--- src/common/rdc_pkg.sv ---
// shared constants and types for the rs485 direction control block
package rdc_pkg;
  // operating modes decoded from the selector switches
  typedef enum logic [2:0] {
    RDC_MODE_INVALID = 3'b000,
    RDC_MODE_MASTER = 3'b001,
    RDC_MODE_ECHO_HS = 3'b010,
    RDC_MODE_NOECHO_HS = 3'b011,
    RDC_MODE_ECHO_AUTO = 3'b100,
    RDC_MODE_NOECHO_AUTO = 3'b101
  } rdc_mode_type;

  // switch pattern {bit8,bit5,bit4,bit3,bit2,bit1}
  localparam logic [5:0] RDC_SW_MASTER = 6'h08;
  localparam logic [5:0] RDC_SW_ECHO_HS = 6'h0C;
  localparam logic [5:0] RDC_SW_NOECHO_HS = 6'h0D;
  localparam logic [5:0] RDC_SW_ECHO_AUTO = 6'h0A;
  localparam logic [5:0] RDC_SW_NOECHO_AUTO = 6'h0B;

  // clock and switchover timing
  localparam int RDC_CLK_HZ = 125000000;
  localparam int RDC_SWITCH_DELAY_NS = 10000;
  localparam int RDC_SWITCH_CYCLES =
    RDC_SWITCH_DELAY_NS / (1000000000 / RDC_CLK_HZ);
  localparam int RDC_CNT_W = 12;

  // reset values
  localparam logic RDC_RST_DRIVER_EN = 1'b0;
  localparam logic RDC_RST_RX_EN = 1'b1;
  localparam logic RDC_RST_SYNC = 1'b1;
endpackage

--- src/verilog/rdc_sync.sv ---
// two flip-flop level synchroniser for pin inputs
`timescale 1ns/1ns
module rdc_sync #(
  parameter logic RST_VAL = 1'b1
) (
  // clock and reset
  input wire logic sys_clk,
  input wire logic arst_n,
  // level in and out
  input wire logic din,
  output logic dout
);
  logic meta;

  // first stage is read only by the second stage
  always_ff @(posedge sys_clk or negedge arst_n) begin
    if (!arst_n) begin
      meta <= RST_VAL;
      dout <= RST_VAL;
    end else begin
      meta <= din;
      dout <= meta;
    end
  end
endmodule

--- src/verilog/rdc_top.sv ---
// direction and receive gating control for an rs485 line interface
// How it works
// - mode decoded from six selector switch bits
// - five modes, chosen only by static switches
// - bus master keeps driver and receiver enabled
// - handshake modes drive while handshake input high
// - automatic modes drive when transmit data starts
// - echo modes keep receiver always enabled
// - no-echo modes block receiver while driving
// - automatic release about 10 us after idle
`timescale 1ns/1ns
module rdc_top
  import rdc_pkg::*;
#(
  parameter int SWITCH_CYCLES = rdc_pkg::RDC_SWITCH_CYCLES
) (
  // clock and reset
  input wire logic sys_clk,
  input wire logic arst_n,
  // mode selector switches
  input wire logic mode_selector_bit_1,
  input wire logic mode_selector_bit_2,
  input wire logic mode_selector_bit_3,
  input wire logic mode_selector_bit_4,
  input wire logic mode_selector_bit_5,
  input wire logic mode_selector_bit_8,
  // host side pins
  input wire logic tx_data_in,
  input wire logic handshake_in,
  // line side controls
  output logic tx_data_out,
  output logic driver_en,
  output logic rx_en,
  output logic handshake_driver_en,
  // status
  output logic mode_valid,
  output logic [2:0] mode
);
  import rdc_pkg::*;

  logic tx_sync;
  logic hs_sync;
  logic [5:0] sw_meta;
  logic [5:0] sw_sync;
  rdc_mode_type cur_mode;
  rdc_mode_type next_mode;
  logic [RDC_CNT_W-1:0] idle_cnt;
  logic auto_drive;
  logic next_drive;

  localparam logic [RDC_CNT_W-1:0] IDLE_MAX =
    RDC_CNT_W'(SWITCH_CYCLES);

  // switch pattern to mode; applied only to the synchronised switches
  function automatic rdc_mode_type rdc_decode(input logic [5:0] sw);
    case (sw)
      RDC_SW_MASTER: rdc_decode = RDC_MODE_MASTER;
      RDC_SW_ECHO_HS: rdc_decode = RDC_MODE_ECHO_HS;
      RDC_SW_NOECHO_HS: rdc_decode = RDC_MODE_NOECHO_HS;
      RDC_SW_ECHO_AUTO: rdc_decode = RDC_MODE_ECHO_AUTO;
      RDC_SW_NOECHO_AUTO: rdc_decode = RDC_MODE_NOECHO_AUTO;
      default: rdc_decode = RDC_MODE_INVALID;
    endcase
  endfunction

  // pin inputs through two flip-flops before use
  rdc_sync #(.RST_VAL(RDC_RST_SYNC)) u_tx_sync (
    .sys_clk(sys_clk),
    .arst_n(arst_n),
    .din(tx_data_in),
    .dout(tx_sync)
  );
  rdc_sync #(.RST_VAL(1'b0)) u_hs_sync (
    .sys_clk(sys_clk),
    .arst_n(arst_n),
    .din(handshake_in),
    .dout(hs_sync)
  );

  // switches are static but still cross in through two stages
  always_ff @(posedge sys_clk or negedge arst_n) begin
    if (!arst_n) begin
      sw_meta <= 6'h00;
      sw_sync <= 6'h00;
    end else begin
      sw_meta <= {mode_selector_bit_8, mode_selector_bit_5,
                  mode_selector_bit_4, mode_selector_bit_3,
                  mode_selector_bit_2, mode_selector_bit_1};
      sw_sync <= sw_meta;
    end
  end

  // decode the mode; unknown patterns fall back to a safe listen state
  always_comb begin
    next_mode = rdc_decode(sw_sync);
  end

  always_ff @(posedge sys_clk or negedge arst_n) begin
    if (!arst_n) begin
      cur_mode <= RDC_MODE_INVALID;
    end else begin
      cur_mode <= next_mode;
    end
  end

  // idle-high counter; any low bit restarts the hold time
  always_ff @(posedge sys_clk or negedge arst_n) begin
    if (!arst_n) begin
      idle_cnt <= '0;
    end else if (!tx_sync) begin
      idle_cnt <= '0;
    end else if (idle_cnt != IDLE_MAX) begin
      idle_cnt <= idle_cnt + RDC_CNT_W'(1);
    end
  end

  // automatic driver: on at first low bit, off after the idle delay
  always_comb begin
    next_drive = auto_drive;
    if (!tx_sync) begin
      next_drive = 1'b1;
    end else if (idle_cnt == IDLE_MAX - RDC_CNT_W'(1)) begin
      next_drive = 1'b0;
    end
  end

  always_ff @(posedge sys_clk or negedge arst_n) begin
    if (!arst_n) begin
      auto_drive <= RDC_RST_DRIVER_EN;
    end else begin
      auto_drive <= next_drive;
    end
  end

  // line outputs registered; data is delayed to match driver enable
  always_ff @(posedge sys_clk or negedge arst_n) begin
    if (!arst_n) begin
      driver_en <= RDC_RST_DRIVER_EN;
      rx_en <= RDC_RST_RX_EN;
      handshake_driver_en <= 1'b0;
      tx_data_out <= RDC_RST_SYNC;
    end else begin
      tx_data_out <= tx_sync;
      case (cur_mode)
        RDC_MODE_MASTER: begin
          driver_en <= 1'b1;
          rx_en <= 1'b1;
          handshake_driver_en <= 1'b1;
        end
        RDC_MODE_ECHO_HS: begin
          driver_en <= hs_sync;
          rx_en <= 1'b1;
          handshake_driver_en <= 1'b0;
        end
        RDC_MODE_NOECHO_HS: begin
          driver_en <= hs_sync;
          rx_en <= !hs_sync;
          handshake_driver_en <= 1'b0;
        end
        RDC_MODE_ECHO_AUTO: begin
          driver_en <= next_drive;
          rx_en <= 1'b1;
          handshake_driver_en <= 1'b0;
        end
        RDC_MODE_NOECHO_AUTO: begin
          driver_en <= next_drive;
          rx_en <= !next_drive;
          handshake_driver_en <= 1'b0;
        end
        default: begin
          driver_en <= 1'b0;
          rx_en <= 1'b1;
          handshake_driver_en <= 1'b0;
        end
      endcase
    end
  end

  // status outputs
  always_ff @(posedge sys_clk or negedge arst_n) begin
    if (!arst_n) begin
      mode_valid <= 1'b0;
      mode <= 3'h0;
    end else begin
      mode_valid <= (cur_mode != RDC_MODE_INVALID);
      mode <= cur_mode;
    end
  end
endmodule

--- config.mk ---
export PLATFORM = sky130hd
export DESIGN_NAME = rdc_top
export DESIGN_NICKNAME = d
export VERILOG_FILES = /design/src/common/rdc_pkg.sv /design/src/verilog/rdc_sync.sv /design/src/verilog/rdc_top.sv
export SDC_FILE = /design/constraint.sdc
export NUM_CORES = 1
export LEC_CHECK = 0
export BUFFER_PORTS_ARGS = -buffer_cell sky130_fd_sc_hd__buf_2
export CORE_MARGIN = 1.5
export CORE_UTILIZATION = 55
export CTS_CLUSTER_SIZE = 10
export DETAILED_ROUTE_END_ITERATION = 10
export PLACE_DENSITY = 0.86
export SETUP_SLACK_MARGIN = 0.05
export SYNTH_ARGS = -nofsm -noshare
export SYNTH_HDL_FRONTEND = slang
export SYNTH_SLANG_ARGS = --single-unit
--- constraint.sdc ---
create_clock -name sys_clk -period 1.95 [get_ports sys_clk]
set_input_delay 0.39 -clock sys_clk [delete_from_list [all_inputs] [get_ports sys_clk]]
set_output_delay 0.39 -clock sys_clk [all_outputs]
set_load 0.05 [all_outputs]
==> flow_results.org <==
** STA
- Worst clock skew :: 0.0143 ns
- Adding up every negative setup slack in the final design gives 0 ns.
- In this run the tightest slew margin relative to its limit is between 60% and 70%.
- The routed design could run at a clock period as short as 1.54 ns.
- For this run, the top clock speed supported by timing is 651 MHz.
- The count of endpoints failing hold in the final timing report was 0.
- Of the available clock period, the critical path in the final layout requires 78.7%.
- Number of pins exceeding their max-slew limit in the final report :: 0
- Setup violations remaining at the end of the flow were counted as 0.
- Actual transition at the worst max-transition pin :: 0.493 ns
- Setup repair after global routing left no endpoint under its margin.

** Clock tree
- TritonCTS clock tree :: yes
- Root buf cell :: sky130_fd_sc_hd__clkbuf_4
- The clock reaches the later pin of the worst-skew pair after ~0.36 ns.
- Buffers inserted during clock tree synthesis total 5.
- CTS built an H-tree with a depth of 2.
- The clock net in this run drives a total of 40 sinks.
- The longest clock path from root to sink contains 2 buffers.
- Clock-pin slew was measured on the worst setup and hold paths at about 0.12 ns.

** Floorplan
- Number of top-level pins :: 18
- Initial core utilization :: ~60%
- The floorplan step set the die width to 55.1 um.
- The initialized floorplan defines 18 standard-cell rows.
- Placeable core region :: 2520 um^2
- Area enclosed by the die boundary :: 3040 um^2
- Die span in y :: around 55 um

** Setup path
- By startpoint and endpoint, the worst setup path is classified as reg2out.
- Walking the worst path, the cells encountered are buf_2.
- Largest stage delay, worst path :: 0.53 ns
- On the critical path the largest part of the delay comes from flip-flops.
- Kind of capture point of the worst setup path :: output pin
- Startpoint kind of the worst setup timing path :: register
- Number of buffers and inverters on the critical path :: 1
- STA puts the critical path data required time at 1.56 ns.
- Data arrival time of the worst path :: 1.15 ns
- Among all stages on the critical path, the largest delay is contributed by sky130_fd_sc_hd__dfstp_2.
- Highest fanout seen on the critical path :: 1

** Pwr
- Maximum ir drop on the vdd rail :: slightly above 0.7 mV
- Total internal power :: between 0.001 and 0.0015 W
- Comb pwr share :: approximately 5.7%
- Net switching power of the design :: roughly 0.00034 W
- Net switching is 24.1% of the power.
- Cell Pwr Density :: 822 nW/um^2
- LEAKAGE :: 0.822 nW
- Share of total power in the clock network :: 31.6%
- The share of total power dissipated in sequential elements is 62.8%.
- Pwr Total :: roughly 0.0014 W

** Yosys
- Share of the yosys chip area belonging to registers :: 67.3%
- The average instance in the mapped netlist occupies 13.2 um^2.
- Counting flops with an async set or reset pin after synthesis yields a share of 100%.
- Counting every net in the synthesized netlist gives between 100 and 150.
- Yosys printed 0 warnings.
- The most used flip-flop cell after synthesis is sky130_fd_sc_hd__dfrtp_1.
- Count of unique library cells instantiated by Yosys :: 29
- Synthesis produced a netlist whose cell count is 113.
- Number of flops mapped to enable cells by yosys :: 0
- Flip-flop and latch count after synthesis :: 40
- Cell area after technology mapping :: 1500 um^2

** Routing
- Starting DRC count in detailed routing :: 8
- Post-detailed-route count of antenna-violating nets :: 0
- The detailed router placed 904 vias in this run.
- Using the TritonRoute via totals, the vias-per-cell ratio works out to 5.32.
- The pre-antenna-repair detailed-routing pass consisted of 4 iterations.
- Total DRC errors in the routed layout :: 0
- Final routed wirelength across all metal layers :: between 2000 and 2500 um
- Drt wl/cell :: 14.0 um

** Placed design
- At the end of routability-driven placement, the weighted congestion stood at 0.720.
- IO buf count :: 17
- Counting tap cells, the placed design contains a total of 161 instances.
- HPWL reported at the end of detailed placement :: about 1700 um

** GRT
- Across every metal layer, demand over resource in global routing totals 18.6%.
- The first global-routing pass estimated 3740 um of wire.
- The initial antenna violation count is 0.
- The via count of the first global-routing pass was 878.
- Summed over all layers, the global routing overflow is 0.
- Pin count of the biggest net entering global routing :: 24

** Min path
- Path category of the worst min-delay check :: in2reg

** Final layout
- Non-Filler Instances :: 170
- Final nets :: 152
- Compared with the post-synthesis result, the final layout area differs by 14.1%.
- Of the cells placed in the final design, the portion with a size suffix greater than 1 is roughly a quarter.
- The number of antenna diodes in the final layout is 0.

** Status
- The flow ran to the end, and the final reports show no timing, DRC or antenna violations.

** Run
- Max_cap viols :: 0
==> cells by family after synthesis <==
group / synth area share (%)
AO/OA/AOI/OAI: 3.60
XOR/XNOR: 5.86
adder cells (fa/ha/maj): 2.51
buffers and inverters: 1.25
flip-flops: 67.3
AND/OR/NAND/NOR: 19.5
==> power by group through the flow <==
stage                     clock network, W  logic [W]  registers [W]
after global placement                   0  0.0000758       0.000893
after CTS                         0.000462  0.0000816       0.000880
after global routing              0.000484  0.0000895       0.000884
after floorplan                          0  0.0000253       0.000907
final                             0.000442  0.0000796       0.000880
after detailed placement                 0  0.0000798       0.000896
==> stage by stage <==
stage | utilization, % | setup slack, ns | hold WS (ns) | cell area (um^2)
floorplan | - | 0.566 | 0.0944 | 1500
global route | 67.6 | 0.335 | 0.106 | 1710
CTS | 67.6 | 0.395 | 0.110 | 1710
detailed placement | 64.6 | 0.429 | 0.336 | 1630
global placement | 64.6 | 0.516 | 0.332 | 1630
finish | 67.6 | 0.415 | 0.132 | 1710
==> cells in the final DEF, fill, tap and decap left out, drive strengths merged, types with 5 or more instances in the layout <==
cell,n
and2,9
buf,19
clkbuf,6
dfrtp,36
nand2,9
nor3,5
xnor2,5
xor2,5
==> synth_stat cells (all sizes together) (3+ instances only) <==
cell type | number | area [um^2]
dfrtp | 36 | 901
and2 | 9 | 56.3
nand2 | 9 | 33.8
nor3 | 5 | 30.0
xnor2 | 5 | 43.8
xor2 | 5 | 43.8
dfstp | 4 | 105
inv | 4 | 15.0
nand3 | 4 | 20.0
nor2 | 4 | 15.0
ha | 3 | 37.5
nand2b | 3 | 18.8
nand4 | 3 | 25.0
nor3b | 3 | 22.5
==> per-layer routing <==
layer / up-vias / part of all wire [%] / global-route usage (%)
li1: 427 / - / -
met1: 449 / 42 / 19.4
met2: 20 / 51 / 32.1
met3: 8 / 4.2 / 5.65
met4: 0 / 2.9 / 12.2
met5: - / 0 / 0
==> area by class of cell <==
cell class / count / area, um^2
flip-flops and latches: 40 / 1010
fillers: 187 / 817
multi-input cells: 68 / 470
repair buffers: 20 / 110
clock buffers: 6 / 51.3
well taps: 30 / 37.5
clock inverters: 2 / 15.0
inverters: 4 / 15.0
==> registers in the layout (all words and copies together) (netlist names) <==
name and count:
auto_drive 1, handshake_driver_en 1, mode 3, u_hs_sync.dout 1
sw_meta 6, tx_data_out 1, sw_sync 6, u_hs_sync.meta 1
rx_en 1, idle_cnt 12, u_tx_sync.meta 1, u_tx_sync.dout 1
cur_mode 3, driver_en 1, mode_valid 1
==> final timing paths <==
path,startpoint,endpoint,slack (ns),depth (start not counted)
worst min register to register,sw_meta[5],sw_sync[5],0.36,0
min in group asynchronous,arst_n,mode[0],0.51,2
worst max-delay path,rx_en,rx_en,0.41,1
worst max register to register,idle_cnt[8],idle_cnt[2],0.41,4
worst min-delay path,mode_selector_bit_4,sw_meta[3],0.13,1
max in group asynchronous,arst_n,tx_data_out,0.83,3
==> timing repair <==
| action | in CTS | in global routing |
|---|---|---|
| endpoints found under the setup margin | 0 | 0 |
| buffers inserted | 0 | 0 |
| hold buffers | 1 | 0 |
| resized for setup | 0 | 0 |
| hold endpoints to repair | 18 | 0 |
Power figures use the tool's default switching activity.
